==> src/hdl/fps_map.svh <==
// register offsets, reset values and field layout for the fifo partition registers
`ifndef FPS_MAP_SVH
`define FPS_MAP_SVH

// direct host addresses of the indirect register pair
`define FPS_IND_PTR_ADDR 8'hF8
`define FPS_IND_DATA_ADDR 8'hFC
`define FPS_QUADLET_STEP 16'h0004

// indirect offsets of the six size registers
`define FPS_OFS_ARX_RSP 16'h0100
`define FPS_OFS_ARX_REQ 16'h0104
`define FPS_OFS_ATX_RSP 16'h0110
`define FPS_OFS_ATX_REQ 16'h0114
`define FPS_OFS_ISO_RX 16'h0120
`define FPS_OFS_ISO_TX 16'h0130

// reset values of the six size registers
`define FPS_RST_ARX_RSP 32'h00000003
`define FPS_RST_ARX_REQ 32'h00000407
`define FPS_RST_ATX_RSP 32'h0000080B
`define FPS_RST_ATX_REQ 32'h00000C0F
`define FPS_RST_ISO_RX 32'h0000101F
`define FPS_RST_ISO_TX 32'h0000202F

// field positions inside a size register
`define FPS_BASE_MSB 13
`define FPS_BASE_LSB 8
`define FPS_END_MSB 5
`define FPS_END_LSB 0
`define FPS_HI_UNUSED_MSB 31
`define FPS_HI_UNUSED_LSB 14
`define FPS_MID_UNUSED_MSB 7
`define FPS_MID_UNUSED_LSB 6

// memory word address composition, one block is 64 quadlets
`define FPS_LOW_ZEROS 6'h00
`define FPS_LOW_ONES 6'h3F
`define FPS_BLK_ONE 7'h01
`define FPS_WORD_ONE 12'h001
`define FPS_FIFO_COUNT 6
`define FPS_PTR_W 16

`endif

==> src/hdl/fps_pkg.sv <==
// types shared by the fifo partition register bank
`default_nettype none
package fps_pkg;
	// one size register, start and end block
	typedef struct packed {
		logic [5:0] base;
		logic [5:0] last;
	} fps_size_type;

	// derived region of one fifo in the shared memory
	typedef struct packed {
		logic [11:0] first;
		logic [11:0] last;
		logic [12:0] capacity;
	} fps_region_type;

	// write and read word pointers of one fifo
	typedef struct packed {
		logic [11:0] wr;
		logic [11:0] rd;
	} fps_ptr_type;

	// fifo index order used on every per-fifo port
	typedef enum logic [2:0] {
		FPS_ARX_RSP = 3'h0,
		FPS_ARX_REQ = 3'h1,
		FPS_ATX_RSP = 3'h2,
		FPS_ATX_REQ = 3'h3,
		FPS_ISO_RX = 3'h4,
		FPS_ISO_TX = 3'h5
	} fps_fifo_type;
endpackage
`default_nettype wire

==> src/hdl/fps_fifo_region.sv <==
// region arithmetic and wrapping word pointers for one fifo
`default_nettype none
`include "fps_map.svh"
module fps_fifo_region #(
	parameter fps_pkg::fps_size_type RST_SIZE = '0
) (
	input wire logic clk,
	input wire logic arst_n,
	input wire fps_pkg::fps_size_type size,
	input wire logic reload,
	input wire logic wr_adv,
	input wire logic rd_adv,
	output fps_pkg::fps_region_type region,
	output fps_pkg::fps_ptr_type ptr
);
	import fps_pkg::*;

	localparam logic [11:0] RST_FIRST = {RST_SIZE.base, `FPS_LOW_ZEROS};

	// start and end words come straight from the block fields
	wire logic [11:0] first_nxt = {size.base, `FPS_LOW_ZEROS};
	wire logic [11:0] last_nxt = {size.last, `FPS_LOW_ONES};
	// no range check: a reversed pair simply wraps modulo 128 in the 7-bit block count
	wire logic [6:0] blocks = {1'b0, size.last} - {1'b0, size.base} + `FPS_BLK_ONE;
	wire logic [12:0] cap_nxt = {blocks[6:0], `FPS_LOW_ZEROS};

	// pointers step by one word and fold back at the region end
	wire logic [11:0] wr_step = (ptr.wr == last_nxt) ? first_nxt : ptr.wr + `FPS_WORD_ONE;
	wire logic [11:0] rd_step = (ptr.rd == last_nxt) ? first_nxt : ptr.rd + `FPS_WORD_ONE;
	wire logic [11:0] wr_nxt = reload ? first_nxt : (wr_adv ? wr_step : ptr.wr);
	wire logic [11:0] rd_nxt = reload ? first_nxt : (rd_adv ? rd_step : ptr.rd);

	// region outputs trail the size register by one edge
	always_ff @(posedge clk or negedge arst_n) begin
		if (!arst_n) begin
			region <= '{first: RST_FIRST, last: {RST_SIZE.last, `FPS_LOW_ONES},
				capacity: '0};
			ptr <= '{wr: RST_FIRST, rd: RST_FIRST};
		end else begin
			region <= '{first: first_nxt, last: last_nxt, capacity: cap_nxt};
			ptr <= '{wr: wr_nxt, rd: rd_nxt};
		end
	end

	a_wrap_back: assert property (@(posedge clk) disable iff (!arst_n)
		(!reload && wr_adv && ptr.wr == last_nxt) |=> ptr.wr == $past(first_nxt))
		else $error("write pointer did not wrap to region start");
	a_cap_blocks: assert property (@(posedge clk) disable iff (!arst_n)
		$stable(size) |=> region.capacity ==
			{7'({1'b0, $past(size.last)} - {1'b0, $past(size.base)} + 7'h01), 6'h00})
		else $error("capacity is not block count times 64");
	a_first_word: assert property (@(posedge clk) disable iff (!arst_n)
		$stable(size) |=> region.first[11:6] == $past(size.base)
			&& region.first[5:0] == 6'h00)
		else $error("first word address malformed");
	a_last_word: assert property (@(posedge clk) disable iff (!arst_n)
		$stable(size) |=> region.last[11:6] == $past(size.last)
			&& region.last[5:0] == 6'h3F)
		else $error("last word address malformed");
	c_wrap_seen: cover property (@(posedge clk) disable iff (!arst_n)
		rd_adv && ptr.rd == last_nxt);
endmodule // fps_fifo_region
`default_nettype wire

==> src/hdl/fps_config.sv <==
// fifo partition register bank behind the indirect pointer and data window
`default_nettype none
`include "fps_map.svh"
module fps_config (
	input wire logic clk,
	input wire logic arst_n,
	input wire logic hif_strobe,
	input wire logic hif_write,
	input wire logic [7:0] hif_addr,
	input wire logic [31:0] hif_wdata,
	output logic [31:0] hif_rdata,
	output logic hif_ack,
	input wire logic [5:0] fifo_wr_adv,
	input wire logic [5:0] fifo_rd_adv,
	output wire fps_pkg::fps_region_type [5:0] fifo_region,
	output wire fps_pkg::fps_ptr_type [5:0] fifo_ptr,
	output logic [15:0] indirect_pointer
);
	import fps_pkg::*;

	localparam int NFIFO = `FPS_FIFO_COUNT;

	// offset and reset tables, indexed in fps_fifo_type order
	localparam logic [15:0] OFS_TAB [NFIFO] = '{
		`FPS_OFS_ARX_RSP, `FPS_OFS_ARX_REQ, `FPS_OFS_ATX_RSP,
		`FPS_OFS_ATX_REQ, `FPS_OFS_ISO_RX, `FPS_OFS_ISO_TX
	};
	localparam logic [31:0] RST_TAB [NFIFO] = '{
		`FPS_RST_ARX_RSP, `FPS_RST_ARX_REQ, `FPS_RST_ATX_RSP,
		`FPS_RST_ATX_REQ, `FPS_RST_ISO_RX, `FPS_RST_ISO_TX
	};

	// size register storage and pending pointer reload per fifo
	// written_r only feeds the reset layout checks; once a register has been
	// written its default no longer has to hold
	fps_size_type size_r [NFIFO];
	logic [NFIFO-1:0] reload_r;
	logic [NFIFO-1:0] written_r;

	// the size registers have no direct address of their own, so a stray host
	// access can never land in them
	// direct decode: only the pointer and the data window are visible
	wire logic hit_ptr = hif_strobe && (hif_addr == `FPS_IND_PTR_ADDR);
	wire logic hit_data = hif_strobe && (hif_addr == `FPS_IND_DATA_ADDR);
	wire logic ptr_wr = hit_ptr && hif_write;
	wire logic data_wr = hit_data && hif_write;
	wire logic data_rd = hit_data && !hif_write;

	// a window access and a pointer write cannot meet in one cycle, one address
	// per strobe, so the pointer write needs no priority over the step
	// pointer advances by one quadlet on each window access
	wire logic [15:0] ptr_inc = indirect_pointer + `FPS_QUADLET_STEP;
	wire logic [15:0] ptr_nxt = ptr_wr ? hif_wdata[15:0] : (hit_data ? ptr_inc : indirect_pointer);

	// indirect decode of the pointer onto the six size registers
	logic [NFIFO-1:0] sel;
	always_comb begin
		for (int i = 0; i < NFIFO; i++) begin
			sel[i] = (indirect_pointer == OFS_TAB[i]);
		end
	end
	wire logic sel_any = |sel;

	// write enables per size register
	wire logic [NFIFO-1:0] size_we = sel & {NFIFO{data_wr}};

	// incoming write split into fields; unused bits are dropped on the floor
	wire fps_size_type wr_size = '{
		base: hif_wdata[`FPS_BASE_MSB:`FPS_BASE_LSB],
		last: hif_wdata[`FPS_END_MSB:`FPS_END_LSB]
	};

	// one-hot select, so the or-style loop never merges two registers;
	// reserved locations fall through to zero rather than aliasing a register
	// read mux: the selected register, or zero for reserved indirect space
	logic [31:0] win_rdata;
	always_comb begin
		win_rdata = '0;
		for (int i = 0; i < NFIFO; i++) begin
			if (sel[i]) begin
				win_rdata[`FPS_BASE_MSB:`FPS_BASE_LSB] = size_r[i].base;
				win_rdata[`FPS_END_MSB:`FPS_END_LSB] = size_r[i].last;
			end
		end
	end

	// read data reloads every cycle and is only meaningful with the answer;
	// keeping write answers at zero stops stale size data leaking onto the bus
	// answer word for the two direct addresses
	wire logic [31:0] ptr_rdata = {16'h0000, indirect_pointer};
	wire logic [31:0] rdata_nxt = hif_write ? '0 : (hit_ptr ? ptr_rdata : win_rdata);
	wire logic ack_nxt = hit_ptr || hit_data;

	// host answer registers; writes answer with zero data
	always_ff @(posedge clk or negedge arst_n) begin
		if (!arst_n) begin
			hif_rdata <= '0;
			hif_ack <= 1'b0;
		end else begin
			hif_rdata <= rdata_nxt;
			hif_ack <= ack_nxt;
		end
	end

	// indirect pointer register
	always_ff @(posedge clk or negedge arst_n) begin
		if (!arst_n) begin
			indirect_pointer <= '0;
		end else begin
			indirect_pointer <= ptr_nxt;
		end
	end

	// size registers, one generate slice per fifo, each with its own region logic
	genvar g;
	generate
		for (g = 0; g < NFIFO; g++) begin : g_fifo
			localparam fps_size_type RST_SIZE = '{
				base: RST_TAB[g][`FPS_BASE_MSB:`FPS_BASE_LSB],
				last: RST_TAB[g][`FPS_END_MSB:`FPS_END_LSB]
			};

			// reset layout lands each fifo in its default blocks
			always_ff @(posedge clk or negedge arst_n) begin
				if (!arst_n) begin
					size_r[g] <= RST_SIZE;
					reload_r[g] <= 1'b0;
					written_r[g] <= 1'b0;
				end else begin
					size_r[g] <= size_we[g] ? wr_size : size_r[g];
					reload_r[g] <= size_we[g];
					written_r[g] <= written_r[g] | size_we[g];
				end
			end

			// pointers restart at the new region start after a resize, since the
			// old contents are no longer addressable in a consistent way
			fps_fifo_region #(
				.RST_SIZE(RST_SIZE)
			) u_region (
				.clk(clk),
				.arst_n(arst_n),
				.size(size_r[g]),
				.reload(reload_r[g]),
				.wr_adv(fifo_wr_adv[g]),
				.rd_adv(fifo_rd_adv[g]),
				.region(fifo_region[g]),
				.ptr(fifo_ptr[g])
			);

			// per fifo checks: a window write lands in this register and nowhere else,
			// and the pointer pair answers the advance strobes one edge later
			a_size_load: assert property (@(posedge clk)
				disable iff (!arst_n) size_we[g] |=> size_r[g] == $past(wr_size))
				else $error("size register did not take the written fields");

			a_size_keep: assert property (@(posedge clk)
				disable iff (!arst_n) !size_we[g] |=> size_r[g] == $past(size_r[g]))
				else $error("size register changed without a window write");

			// a resize restarts both pointers, not just the write side
			a_reload_both: assert property (@(posedge clk)
				disable iff (!arst_n) size_we[g] |=> ##1
					fifo_ptr[g].wr == {size_r[g].base, `FPS_LOW_ZEROS}
					&& fifo_ptr[g].rd == {size_r[g].base, `FPS_LOW_ZEROS})
				else $error("resized fifo pointers did not restart together");

			// region words trail the register by one edge
			a_region_follow: assert property (@(posedge clk)
				disable iff (!arst_n) $stable(size_r[g]) |=>
					fifo_region[g].first == {$past(size_r[g].base), `FPS_LOW_ZEROS}
					&& fifo_region[g].last == {$past(size_r[g].last), `FPS_LOW_ONES})
				else $error("region words do not follow the size register");

			// an ordered region keeps both pointers inside it once the reload is done
			a_ptr_inside: assert property (@(posedge clk)
				disable iff (!arst_n) ($stable(size_r[g]) && !reload_r[g]
					&& fifo_region[g].first <= fifo_region[g].last) |->
					(fifo_ptr[g].wr >= fifo_region[g].first
					&& fifo_ptr[g].wr <= fifo_region[g].last
					&& fifo_ptr[g].rd >= fifo_region[g].first
					&& fifo_ptr[g].rd <= fifo_region[g].last))
				else $error("fifo pointer left its programmed region");

			a_rd_wrap: assert property (@(posedge clk)
				disable iff (!arst_n) (!reload_r[g] && fifo_rd_adv[g]
					&& fifo_ptr[g].rd == {size_r[g].last, `FPS_LOW_ONES}) |=>
					fifo_ptr[g].rd == {$past(size_r[g].base), `FPS_LOW_ZEROS})
				else $error("read pointer did not wrap to region start");

			a_step_one: assert property (@(posedge clk)
				disable iff (!arst_n) (!reload_r[g] && fifo_wr_adv[g]
					&& fifo_ptr[g].wr != {size_r[g].last, `FPS_LOW_ONES}) |=>
					fifo_ptr[g].wr == $past(fifo_ptr[g].wr) + `FPS_WORD_ONE)
				else $error("write pointer did not step one word");

			a_ptr_rest: assert property (@(posedge clk)
				disable iff (!arst_n) (!reload_r[g] && !fifo_wr_adv[g]) |=> $stable(fifo_ptr[g].wr))
				else $error("write pointer moved without an advance");
		end
	endgenerate

	// packed images of each register as software would read it, used only
	// by the default layout and reserved write checks
	// helper views for the checks below
	wire logic [31:0] raw0 = {18'h0, size_r[FPS_ARX_RSP].base, 2'b00, size_r[FPS_ARX_RSP].last};
	wire logic [31:0] raw1 = {18'h0, size_r[FPS_ARX_REQ].base, 2'b00, size_r[FPS_ARX_REQ].last};
	wire logic [31:0] raw2 = {18'h0, size_r[FPS_ATX_RSP].base, 2'b00, size_r[FPS_ATX_RSP].last};
	wire logic [31:0] raw3 = {18'h0, size_r[FPS_ATX_REQ].base, 2'b00, size_r[FPS_ATX_REQ].last};
	wire logic [31:0] raw4 = {18'h0, size_r[FPS_ISO_RX].base, 2'b00, size_r[FPS_ISO_RX].last};
	wire logic [31:0] raw5 = {18'h0, size_r[FPS_ISO_TX].base, 2'b00, size_r[FPS_ISO_TX].last};

	a_ptr_advance: assert property (@(posedge clk) disable iff (!arst_n)
		hit_data |=> indirect_pointer == $past(indirect_pointer) + 16'h0004)
		else $error("pointer did not advance one quadlet");

	a_ptr_load: assert property (@(posedge clk) disable iff (!arst_n)
		ptr_wr |=> indirect_pointer == $past(hif_wdata[15:0]) && hif_ack)
		else $error("pointer write not taken");

	a_direct_only: assert property (@(posedge clk) disable iff (!arst_n)
		(hif_strobe && hif_addr != 8'hF8 && hif_addr != 8'hFC) |=>
			!hif_ack && $stable(indirect_pointer))
		else $error("direct address other than the pair was answered");

	a_read_layout: assert property (@(posedge clk) disable iff (!arst_n)
		data_rd |=> hif_ack && hif_rdata[31:14] == 18'h0 && hif_rdata[7:6] == 2'b00)
		else $error("unused size register bits read nonzero");

	a_write_back: assert property (@(posedge clk) disable iff (!arst_n)
		((data_wr && sel_any)
			##2 (ptr_wr && hif_wdata[15:0] == $past(indirect_pointer, 2))
			##1 !ack_nxt ##1 data_rd) |=>
			hif_rdata == ($past(hif_wdata, 5) & 32'h00003F3F))
		else $error("size register did not read back what was written");

	a_rst_async_rx: assert property (@(posedge clk) disable iff (!arst_n)
		!written_r[0] && !written_r[1] |-> raw0 == 32'h00000003 && raw1 == 32'h00000407)
		else $error("async receive fifo default layout wrong");

	a_rst_async_tx: assert property (@(posedge clk) disable iff (!arst_n)
		!written_r[2] && !written_r[3] |-> raw2 == 32'h0000080B && raw3 == 32'h00000C0F)
		else $error("async transmit fifo default layout wrong");

	a_rst_iso: assert property (@(posedge clk) disable iff (!arst_n)
		!written_r[4] && !written_r[5] |-> raw4 == 32'h0000101F && raw5 == 32'h0000202F)
		else $error("iso fifo default layout wrong");

	a_resize_restart: assert property (@(posedge clk) disable iff (!arst_n)
		size_we[0] |=> ##1 fifo_ptr[0].wr == {size_r[0].base, 6'h00}
			&& fifo_region[0].first == {size_r[0].base, 6'h00})
		else $error("resized fifo did not restart at its new region");

	a_reserved_zero: assert property (@(posedge clk) disable iff (!arst_n)
		(data_rd && !sel_any) |=> hif_rdata == 32'h0)
		else $error("reserved indirect location read nonzero");

	// bus answer: exactly one answer per decoded strobe, on the next edge, and
	// the pointer only moves for the pair; these catch a stuck or doubled ack
	a_ack_next: assert property (@(posedge clk) disable iff (!arst_n)
		ack_nxt |=> hif_ack)
		else $error("decoded access not answered on the next edge");

	a_ack_only: assert property (@(posedge clk) disable iff (!arst_n)
		!ack_nxt |=> !hif_ack)
		else $error("answer without a decoded access");

	a_ptr_readback: assert property (@(posedge clk) disable iff (!arst_n)
		(hit_ptr && !hif_write) |=> hif_rdata == {16'h0000, $past(indirect_pointer)})
		else $error("pointer read did not return the pointer");

	a_write_quiet: assert property (@(posedge clk) disable iff (!arst_n)
		(ack_nxt && hif_write) |=> hif_rdata == 32'h00000000)
		else $error("write answer carried data");

	a_ptr_idle: assert property (@(posedge clk) disable iff (!arst_n)
		!ack_nxt |=> $stable(indirect_pointer))
		else $error("pointer moved without a pair access");

	a_reserved_keep: assert property (@(posedge clk) disable iff (!arst_n)
		(data_wr && !sel_any) |=> $stable(raw0) && $stable(raw1) && $stable(raw2)
			&& $stable(raw3) && $stable(raw4) && $stable(raw5))
		else $error("reserved indirect write changed a size register");

	// main scenarios to reach
	c_burst_write: cover property (@(posedge clk) disable iff (!arst_n)
		data_wr ##2 data_wr ##2 data_wr);
	c_read_size: cover property (@(posedge clk) disable iff (!arst_n)
		data_rd && sel[FPS_ISO_TX]);
	c_reversed: cover property (@(posedge clk) disable iff (!arst_n)
		size_we[FPS_ARX_REQ] && wr_size.last < wr_size.base);
	c_ptr_then_read: cover property (@(posedge clk) disable iff (!arst_n)
		ptr_wr ##2 data_rd);
endmodule // fps_config
`default_nettype wire

==> config.mk <==
export PLATFORM = sky130hd
export DESIGN_NAME = fps_config
export DESIGN_NICKNAME = d
export VERILOG_FILES = /design/src/hdl/fps_pkg.sv /design/src/hdl/fps_fifo_region.sv /design/src/hdl/fps_config.sv
export VERILOG_INCLUDE_DIRS = /design/src /design/src/hdl
export SDC_FILE = /design/constraint.sdc
export NUM_CORES = 1
export LEC_CHECK = 0
export BUFFER_PORTS_ARGS = -buffer_cell sky130_fd_sc_hd__buf_2
export CAP_MARGIN = 10
export CORE_MARGIN = 2
export CORE_UTILIZATION = 59
export DETAILED_ROUTE_END_ITERATION = 8
export PLACE_DENSITY = 0.86
export SYNTH_ARGS = -nofsm -noshare
export SYNTH_HDL_FRONTEND = slang
export SYNTH_SLANG_ARGS = --single-unit
export TNS_END_PERCENT = 50
==> constraint.sdc <==
create_clock -name clk -period 5.4 [get_ports clk]
set_input_delay 0.81 -clock clk [delete_from_list [all_inputs] [get_ports clk]]
set_output_delay 0.81 -clock clk [all_outputs]
set_load 0.01 [all_outputs]
; ---- After elaboration in Yosys (flattened, before gate mapping)
; Cells that the tools add are included.
[word_totals]
regBits = 369
in_bits = 56
elab_cells = 167
[op_classes]
add_sub_neg = 25
n_eq_ne = 20
muxes = 52
n_bitwise = 1
reduce_logical = 18
[op_table]
columns = op, count
row1 = $mux 12, 36
row2 = $add 12x1->12 const B, 12
row3 = $eq 12x12->1, 12
row4 = $eq 16x9->1 const B, 6
row5 = $mux 6, 12
row6 = $mux 16, 4
row7 = $add 7x1->7 const B, 6
row8 = $sub 6x6->7, 6
row9 = $reduce_bool 2->1, 13
row10 = $add 16x3->16 const B, 1
row11 = $eq 8x8->1 const B, 2
row12 = $and 6x6->6, 1
row13 = $logic_and 1x1->1, 4
row14 = $logic_or 1x1->1, 1

; ---- Longest topological paths before layout
; Gate-level depths: netlist of run 1.
[depth]
ltp_word = 9
ltp_mapped = 11
mapped_depth_nobuf = 10

; ---- Modules after synthesis
; A second synthesis of run 1 with hierarchy kept.
[unflattened]
hier_cells = 1942
hier_area_um2 = 20195.6
[by_module_without_submodules]
columns = mod, instances, cells_each, area_each_um2, seq_area_each_um2
row1 = fps_config, 1, 506, 5635.4, 2812.7
row2 = fps_fifo_region (g_fifo[4].u_region ...), 2, 242, 2441.1, 1086.0
row3 = fps_fifo_region (g_fifo[1].u_region ...), 2, 242, 2438.6, 1083.5
row4 = fps_fifo_region (g_fifo[3].u_region), 1, 242, 2443.6, 1088.5
row5 = fps_fifo_region (g_fifo[0].u_region), 1, 226, 2357.3, 1078.5

; ---- Worst setup path after synthesis of run 1
; Ideal clock, no wire load.
[synth_timing]
path_kind = input to register
startpoint = input hif_addr[0]
endpoint = register size_r (netlist bit raw1[11])
setup_ns = 0.125
arrival_time_ns = 2.299
slack_ns = 2.976
path_stages = 6
path_buffers = 1
path_cell_list = nand4bb_1 -> nor3_2 -> nand2_1 -> nor2_1 -> buf_2 -> mux2_2
[synth_between]
elab_chain_len = 4
[synth_rtl]
columns = item, line
row1 = "start, declared", fps_config.sv:9  ; input wire logic [7:0] hif_addr,
row2 = $eq 8x8->1 (no line), --
row3 = $logic_and 1x1->1, fps_config.sv:44  ; wire logic hit_data = hif_strobe && (hif_addr == `FPS_IND_DATA_ADDR);
row4 = $logic_and 1x1->1, fps_config.sv:46  ; wire logic data_wr = hit_data && hif_write;
row5 = $and 6x6->6, fps_config.sv:65  ; wire logic [NFIFO-1:0] size_we = sel & {NFIFO{data_wr}};
row6 = "end signal, assigned by index", fps_config.sv:130  ; size_r[g] <= size_we[g] ? wr_size : size_r[g];
row7 = "end, declared", fps_config.sv:36  ; fps_size_type size_r [NFIFO];
; No other way between the ends.
; A chain may end at the register's enable or synchronous reset.

; ---- Final worst setup path of run 1
[layout_timing]
startpoint = register indirect_pointer[2]
endpoint = register size_r (netlist bit raw4[13])
[layout_between]
elab_chain_len = 2
[layout_rtl]
columns = item, line
row1 = "start, declared", fps_config.sv:17  ; output logic [15:0] indirect_pointer
row2 = "start signal, assigned", fps_config.sv:110  ; indirect_pointer <= ptr_nxt;
row3 = $eq 16x9->1, fps_config.sv:59  ; sel[i] = (indirect_pointer == OFS_TAB[i]);
row4 = $and 6x6->6, fps_config.sv:65
; No other way between the ends.

==> reports/qor.yml, run 1 <==
synthesis:
  yosysTopAreaCellShare_pct: 37.5
  yosysSeqAreaShare_pct: 46.4
  synthAdderAreaFrac_pct: 5.65
  synth_compound_area_share_pct: 12.6
  yosys.area.top_type: "dfrtp_1"
  synth_cells: 1985
  postSynthAreaPerCell_sq_um: 10.1
  synthTopCellsByCount: "dfrtp_1, nand2_1, nor2_1, buf_4, inv_1"
  async_reset_ff_share_pct: 100
  post-synth-top-count-cell: "dfrtp_1"
  synthDistinctLibCells: 97
  yosysWarnings: 0
  synth_xor_area_share_pct: 7.11
  synthSimpleGateAreaFrac_pct: 15.9
  syn_area_sq_um: 20100
  synth_top_family_by_area: "simple AND/OR/NAND/NOR gates"
  synthMuxAreaShare_pct: 4.26
  synthTopCellsByArea: "dfrtp_1, dfstp_2, ha_1"
  ys_seq_elements: 369
  synth_edf_count: 0
  synth-main-ff-cell: "dfrtp_1"
die:
  initial_core_util_pct: 59.9
  dieHeight_um: 188
  chipWidth_um: 188
  die_area_sq_um: 35500
  num_io_pins: 471
  fp.coreArea_sq_um: 33500
  fp-row-count: 67
routing:
  viasPerCell: 6.03
  dr.pass1.iters: 7
  ant_nets: 0
  post_drt_wl_per_cell_um: 20.4
  drt_wl_total_um: 56800
  drc: 0
  vias: 16700
  drtIter0Drc: 1657
placement:
  dp_slack_ns: 1.94
  dpl.cell_count: 2701
  post_dp_cell_area_sq_um: 21600
  gp_congestion: 0.981
  io_buffer_count: 330
  dpl.hpwl_um: 40400
pwr:
  p_switching_mw: 2.21
  ir_drop_mv: 0.307
  p_clk_share_pct: 37.4
  power.leakage_nw: 11.1
  seqPwrFrac_pct: 46.3
  powerDensity_nw_per_um2: 320
  totalPowerFinal_mw: 7.35
  sw_frac_of_total_pct: 30.1
  cell_internal_pwr_mw: 5.13
  p_comb_share_pct: 16.3
clocking:
  tritoncts: "done"
  cts_root_buf: "clkbuf_16"
  cts_setup_buffers: 0
  clockBufferDepth: 3
  htreeDepth: 2
  numCtsBuffers: 39
  cts_hold_buf: 0
  cts.clk_slew.worst_paths_ns: 0.06
  cts.sinks: 369
  insertion_delay_ns: 0.53
  cts_resized: 0
grt:
  antenna_found_initial: 5
  grt_pass1_wl_um: 88800
  gr-total-overflow: 0
  grtUsageTotal_pct: 31.5
  grt_pass1_vias: 16100
  grt_start_max_net_pins: 124
timing:
  setup_tns_ns: 0
  hold_viol: 0
  whs_ns: 0.339
  timing.fmax_ghz: 0.296
  rsz0062_at_grt: "no"
  period_needed_ns: 3.38
  fin_crit_sh_pct: 62.6
  timing.final.max_slew_violations: 0
  setup_viol: 0
  finalWorstSetupSlack_ns: 2.02
  slew_headroom_pct: 29.6
  worst_slew_pin_slew_ns: 1.05
  skew_ns: 0.0133
critical_path:
  crit_chain: "inv_1 > ha_1 > nand2_1 > nor2_1 > nand2_1 > nor3_2 > mux2_2"
  crit_path_frequent_cell: "nand2_1"
  cp_max_fo: 15
  worstSetupEndpointType: "flop"
  critical_path.top_delay_family: "simple AND/OR/NAND/NOR gates"
  cp_slowest_cell: "nor2_1"
  r2r_cells: 7
  cpPeakStageDelay_ns: 0.72
  cp.depth: 7
  path_buf_inv: 1
  worstPathRequired_ns: 5.81
  worst-setup-path-type: "flop to flop"
  cp-start-kind: "flop"
  worstPathArrival_ns: 3.79
run_status:
  status: "finished, final reports clean"
min_path:
  worstHoldPathType: "primary input to asynchronous set/reset pin"
final_layout:
  drive_above_1_share_pct: 24.1
  stdcell_count: 2779
  nets: 2437
  final_util_pct: 68.5
  finalInstanceArea_sq_um: 23000
  syn_to_final_growth_pct: 14.3
flow_run:
  maxCapViolations: 0
layout make-up:
type                    instances  area (sq um)
repair buffers                336          1730
inverters                     109           409
well taps                     448           561
fillers                      2532         10600
clock buffers                  53          1100
clock inverters                19           218
flip-flops and latches        369          9320
multi-input cells            1439          9600
diodes                          6          15.0
state kept, by name (all words and copies together), names as in the netlist:
| register | count |
|---|---|
| g_fifo.u_region.ptr | 144 |
| g_fifo.u_region.region | 114 |
| hif_rdata | 16 |
| indirect_pointer | 16 |
| raw0 | 12 |
| raw1 | 12 |
| raw2 | 12 |
| raw3 | 12 |
| raw4 | 12 |
| raw5 | 12 |
| reload_r | 6 |
| hif_ack | 1 |
layout by cell type (no fill, tap or decap), drive strengths merged, types with 8 or more instances in the layout:
cell,netlist,layout
nand3,60,60
nor2,137,137
o31a,8,8
mux2i,18,18
xor2,91,91
o22ai,14,14
nor4,27,27
and3,25,25
a311oi,8,8
inv,109,112
mux2,60,60
a21o,21,21
ha,81,81
a21oi,91,91
nand4,44,44
nor3,52,52
a31oi,10,10
nand2,158,158
nor2b,11,11
a211oi,13,13
o21ai,87,87
and4,8,8
clkinv,0,9
nand2b,17,17
clkbuf,49,53
dfstp,68,68
or2,8,8
xnor2,72,72
conb,2,124
dfrtp,301,301
or3,13,13
buf,141,336
a22oi,17,17
and2,16,16
nor3b,12,12
a22o,13,13
nand3b,9,9
power by group through the flow:
stage               clock, mW  sequential [mW]  combinational, mW
global route             2.90             3.44               1.33
global placement            0             3.41               1.13
detailed placement          0             3.44               1.18
floorplan                   0             3.47              0.671
CTS                      2.78             3.39               1.20
finish                   2.75             3.40               1.20
kinds of logic (layout without fill, tap and decap cells):
logic type	count (synthesis)	after routing
compound gates	375	375
mux	78	78
flops	369	369
simple gates	612	612
buf+inv	299	517
fa+ha+maj	87	87
other cells	2	130
xor+xnor	163	163
routing by layer:
metal	global-route usage, %	wire, um
met2	51.3	26900
met4	16.6	3180
met5	0	0
met1	40.4	21900
met3	5.57	4910
worst paths after layout:
kind | startpoint | end | slack [ns]
worst max-delay path | indirect_pointer[2] | raw4[13] | 2.02
worst min-delay path | arst_n | g_fifo[5].u_region.ptr[14] | 0.34
worst max register to register | indirect_pointer[2] | raw4[13] | 2.02
worst min register to register | raw3[13] | g_fifo[3].u_region.region[36] | 0.37
max in group asynchronous | arst_n | g_fifo[2].u_region.region[20] | 3.87
min in group clk | raw3[13] | g_fifo[3].u_region.region[36] | 0.37
Power figures use the tool's default switching activity.
==> run 2: changes to the inputs <==
- CORE_UTILIZATION: 59 -> 49
- PLACE_DENSITY: 0.86 -> 0.77
- clock period: 5.4 -> 2.7 ns (I/O delays scaled with it)
==> run 2 against run 1 <==
Compared with the run above:
- maximum frequency grew 39%
- cell count is 4.5% higher
- worst setup slack got worse by 1.8 ns
- clock skew rose by 0.0054 ns
- clock-buffer cell count up 1
- die area grew 20%
- highest routed layer unchanged
- via count decreased by 1.2%
- flip-flop and latch count stayed put
- largest power group unchanged
- critical endpoint is now raw5[9]
- wire length up 3.7%
- worst hold slack worse by 0.24 ns
==> reports/qor.yml, run 2 (same netlist as run 1, synthesis figures left out) <==
clocking:
  clockBufferDepth: 3
  cts_setup_buffers: 0
  numCtsBuffers: 41
  cts.sinks: 369
  insertion_delay_ns: 0.55
  cts_hold_buf: 1
  cts_root_buf: "clkbuf_16"
  cts.clk_slew.worst_paths_ns: 0.06
  cts_resized: 0
  htreeDepth: 2
  tritoncts: "done"
routing:
  dr.pass1.iters: 6
  drt_wl_total_um: 58900
  vias: 16500
  drc: 0
  post_drt_wl_per_cell_um: 20.3
  ant_nets: 0
  viasPerCell: 5.70
  drtIter0Drc: 1296
min_path:
  whs_path_depth: 3
  worstHoldPathType: "primary input to flop"
  hold_start: "hif_wdata[14]"
pwr:
  totalPowerFinal_mw: 15.2
  ir_drop_mv: 0.564
  power.leakage_nw: 11.4
  powerDensity_nw_per_um2: 645
critical_path:
  worstPathArrival_ns: 2.87
  cp_max_fo: 19
  r2r_cells: 4
  cp-startpoint: "indirect_pointer[10]"
  rrSetupSlack_ns: 0.26
  worst-setup-path-type: "flop to flop"
  worstPathRequired_ns: 3.13
  reg2reg_from: "indirect_pointer[10]"
  worstSetupEndpointType: "flop"
  cp-start-kind: "flop"
placement:
  dpl.hpwl_um: 42600
  gp_congestion: 1.02
  io_buffer_count: 330
  dp_slack_ns: 0.313
final_layout:
  drive_above_1_share_pct: 25.5
  nets: 2478
  layout_common_cells: "buf_2, dfrtp_1, nand2_1"
  reg_top3: "g_fifo.u_region.ptr: 144 flops, g_fifo.u_region.region: 114 flops"
  final_common_cell: "buf_2"
  top_register: "g_fifo.u_region.ptr"
  largest_register_ffs: 144
  fillers: 3365
  syn_to_final_growth_pct: 17.2
timing:
  hold_viol: 0
  slew_headroom_pct: 48.8
  period_needed_ns: 2.44
  whs_ns: 0.0955
  fin_crit_sh_pct: 90.5
  timing.fmax_ghz: 0.409
  rsz0062_at_grt: "no"
  setup_viol: 0
  worst_slew_pin_slew_ns: 0.758
  timing.final.max_slew_violations: 0
  setup_tns_ns: 0
  skew_ns: 0.0187
  finalWorstSetupSlack_ns: 0.258
die:
  die_area_sq_um: 42600
  num_io_pins: 471
  fp-row-count: 74
  fp.coreArea_sq_um: 40600
  dieHeight_um: 206
  chipWidth_um: 206
  initial_core_util_pct: 49.4
grt:
  antenna_found_initial: 5
  grtUsageTotal_pct: 27.1
  grt_pass1_wl_um: 89200
  grt_start_max_net_pins: 78
  grt_pass1_vias: 15900
  gr-total-overflow: 0
flow_run:
  maxCapViolations: 0
run_status:
  status: "finished, final reports clean"
-- run 2: changes by cell type in the layout (fill, tap and decap cells not counted), sizes merged --
cell,previous run,this run
buf,336,374
clkinv,9,12
bufinv,4,6
diode,6,4
inv,112,110
clkbuf,53,54
dlygate4sd3,0,1
-- run 2: layout make-up --
| class | instances | area (sq um) | share of cell area, % |
|---|---|---|---|
| clock inverter | 22 | 272 | 1.15 |
| multi-input combinational | 1439 | 9600 | 40.8 |
| timing repair buffer | 375 | 2080 | 8.83 |
| inverter | 109 | 409 | 1.74 |
| sequential | 369 | 9320 | 39.6 |
| clock buffer | 54 | 1180 | 5.00 |
| tap | 532 | 666 | 2.83 |
| antenna | 4 | 10.0 | 0.0425 |
-- run 2: layer usage --
layer	vias up	share of wire, %	routed length [um]	global-route usage [%]
li1	7459	-	-	-
met1	8169	40	23700	35.3
met2	757	47	28000	43.5
met3	163	8.1	4760	5.25
met4	0	4.2	2490	12.8
met5	-	0	0	0
-- run 2: power breakdown --
part | switching (mW) | internal, mW | leakage (nW)
logic | 1.45 | 0.984 | 6.26
clock network | 2.31 | 3.65 | 0.716
registers | 0.736 | 6.05 | 4.45
-- run 2: worst paths after layout --
kind                                                       to
worst min-delay path                     indirect_pointer[14]
min in group asynchronous          g_fifo[5].u_region.ptr[16]
max in group asynchronous       g_fifo[2].u_region.region[20]
worst max-delay path                                  raw5[9]
worst max register to register                        raw5[9]
worst min register to register  g_fifo[3].u_region.region[34]
-- run 2: per-stage QoR --
step / cells / utilization, % / instance area (sq um)
after detailed placement: 2823 / 54.3 / 22100
after CTS: 2900 / 57.9 / 23500
after floorplan: 2107 / - / 20500
after global routing: 2904 / 57.9 / 23500
after global placement: 2823 / 54.3 / 22100
final: 2904 / 57.9 / 23500
-- run 2: worst max-delay path, stage by stage (launching register included) --
cell     delay, ns
dfrtp_1       0.52
nor4_4        0.43
nand3_4       0.31
nor4_4        0.64
mux2_2        0.41
==> run 3: changes to the inputs <==
- BUFFER_PORTS_ARGS: -buffer_cell sky130_fd_sc_hd__buf_2 -> -buffer_cell sky130_fd_sc_hd__clkbuf_2
- SETUP_SLACK_MARGIN: unset -> 0.4
==> run 3 against run 2 <==
Compared with the run above:
- utilization rose by 0.19 points
- worst setup slack better by 0.20 ns
- non-clock buffer count grew 21
- maximum frequency is 8.9% higher
- combinational power about the same
- clock power down 7.4%
- via count up 0.59%
- register-to-register slack gained 0.20 ns
- worst hold slack worse by 0.046 ns
- critical path type unchanged
- cell count rose by 0.65%
- die area did not move
==> reports/qor.yml, run 3 (same netlist as run 1, synthesis figures left out) <==
die:
  fp-row-count: 74
  die_area_sq_um: 42600
  initial_core_util_pct: 49.4
  fp.coreArea_sq_um: 40600
  chipWidth_um: 206
  num_io_pins: 471
  dieHeight_um: 206
routing:
  vias: 16600
  ant_nets: 0
  post_drt_wl_per_cell_um: 20.3
  drc: 0
  drtIter0Drc: 1423
  drt_wl_total_um: 59300
  viasPerCell: 5.69
  dr.pass1.iters: 6
min_path:
  worstHoldPathType: "primary input to flop"
grt:
  grt_pass1_wl_um: 89400
  grt_start_max_net_pins: 86
  gr-total-overflow: 0
  grt_pass1_vias: 15700
  grtUsageTotal_pct: 27.1
  antenna_found_initial: 3
final_layout:
  largest_register_ffs: 144
  final_common_cell: "clkbuf_2"
  final_util_pct: 58.1
  reg_top3: "g_fifo.u_region.ptr: 144 flops, g_fifo.u_region.region: 114 flops"
  top_register: "g_fifo.u_region.ptr"
  fillers: 3448
  drive_above_1_share_pct: 26.2
  layout_common_cells: "clkbuf_2, dfrtp_1, nand2_1"
  syn_to_final_growth_pct: 17.6
  nets: 2500
critical_path:
  worstSetupEndpointType: "flop"
  worst-setup-path-type: "flop to flop"
  cpPeakStageDelay_ns: 0.62
  cp_max_fo: 4
  cp_slowest_cell: "dfstp_2"
  crit_chain: "inv_1 > ha_1 > inv_1 > ha_1 > inv_1 > fa_1 > inv_1 > a21o_1 > a21oi_1 > xnor2_1"
  crit_path_frequent_cell: "inv_1"
  worstPathArrival_ns: 2.69
  worstPathRequired_ns: 3.14
  cp-start-kind: "flop"
timing:
  fin_crit_sh_pct: 83.0
  rsz0062_at_grt: "yes"
  slew_headroom_pct: 56.3
  worst_slew_pin_slew_ns: 0.656
  timing.final.max_slew_violations: 0
  skew_ns: 0.0213
  hold_viol: 0
  period_needed_ns: 2.24
  setup_tns_ns: 0
  timing.fmax_ghz: 0.446
  setup_viol: 0
pwr:
  ir_drop_mv: 0.478
  p_switching_mw: 4.52
  sw_frac_of_total_pct: 30.6
  power.leakage_nw: 11.4
  cell_internal_pwr_mw: 10.3
  p_comb_share_pct: 16.5
  p_clk_share_pct: 37.5
  seqPwrFrac_pct: 46.0
  powerDensity_nw_per_um2: 626
placement:
  gp_congestion: 0.971
  dpl.hpwl_um: 42900
  io_buffer_count: 330
clocking:
  cts_root_buf: "clkbuf_16"
  cts.sinks: 369
  insertion_delay_ns: 0.56
  tritoncts: "done"
  numCtsBuffers: 41
  htreeDepth: 2
  clockBufferDepth: 3
  cts.clk_slew.worst_paths_ns: 0.06
run_status:
  status: "finished, final reports clean"
flow_run:
  maxCapViolations: 0
## run 3: repair_timing
item	CTS	global route
gates cloned	0	1
pin swaps	3	6
hold endpoints to repair	44	0
endpoints found under the setup margin	27	105
hold buffers	1	0
buffers inserted	2	15
gates resized for setup	1	8
## run 3: path summary, 6_finish.rpt
check	startpoint	endpoint	slack (ns)	cells past startpoint
min	hif_wdata[14]	indirect_pointer[14]	0.05	3
max in group asynchronous	arst_n	raw2[11]	1.41	4
min in group asynchronous	arst_n	g_fifo[5].u_region.ptr[16]	0.37	2
min reg2reg	raw3[11]	g_fifo[3].u_region.region[34]	0.37	0
max	raw5[1]	g_fifo[5].u_region.region[11]	0.46	10
max reg2reg	raw5[1]	g_fifo[5].u_region.region[11]	0.46	10
## run 3: cell type report
type                    instances  area (sq um)  area share, %
diodes                          2          5.00         0.0212
clock buffers                  62          1220           5.16
clock inverters                13           108          0.456
inverters                     109           409           1.73
multi-input cells            1440          9650           40.9
flip-flops and latches        369          9320           39.5
well taps                     532           666           2.82
repair buffers                396          2230           9.47
## run 3: layer usage
layer / wire, um / track usage [%] / vias up / share of wire [%]
met5: 0 / 0 / - / 0
met4: 2820 / 13.6 / 0 / 4.8
met3: 4920 / 5.88 / 157 / 8.3
met2: 27600 / 42.2 / 815 / 47
met1: 24000 / 35.7 / 8186 / 40
li1: - / - / 7488 / -
## run 3: power groups by stage
stage,Clock (mW),Combinational [mW],Sequential (mW)
floorplan,0,1.34,6.94
global placement,0,2.34,6.83
detailed placement,0,2.41,6.88
CTS,5.65,2.43,6.79
global route,5.87,2.73,6.89
finish,5.53,2.44,6.80
## run 3: through the flow
step                hold WS, ns  total power [mW]  cell area (sq um)  worst slack [ns]  instances
floorplan                 0.109              8.29              20500             0.552       2107
global placement          0.358              9.17              22100             0.363       2827
detailed placement        0.362              9.28              22100             0.320       2827
CTS                      0.0208              14.9              23400             0.404       2905
global route             0.0704              15.5              23600             0.326       2923
finish                   0.0495              14.8              23600             0.458       2923
## run 3: critical path, delay by kind of cell, from the launching register on
| kind | cells | cell delay [ns] |
|---|---|---|
| adders and majority gates | 3 | 0.86 |
| DFF | 1 | 0.62 |
| buffers and inverters | 4 | 0.32 |
| AOI/OAI and AO/OA | 2 | 0.21 |
| xor gates and xnor gates | 1 | 0.12 |
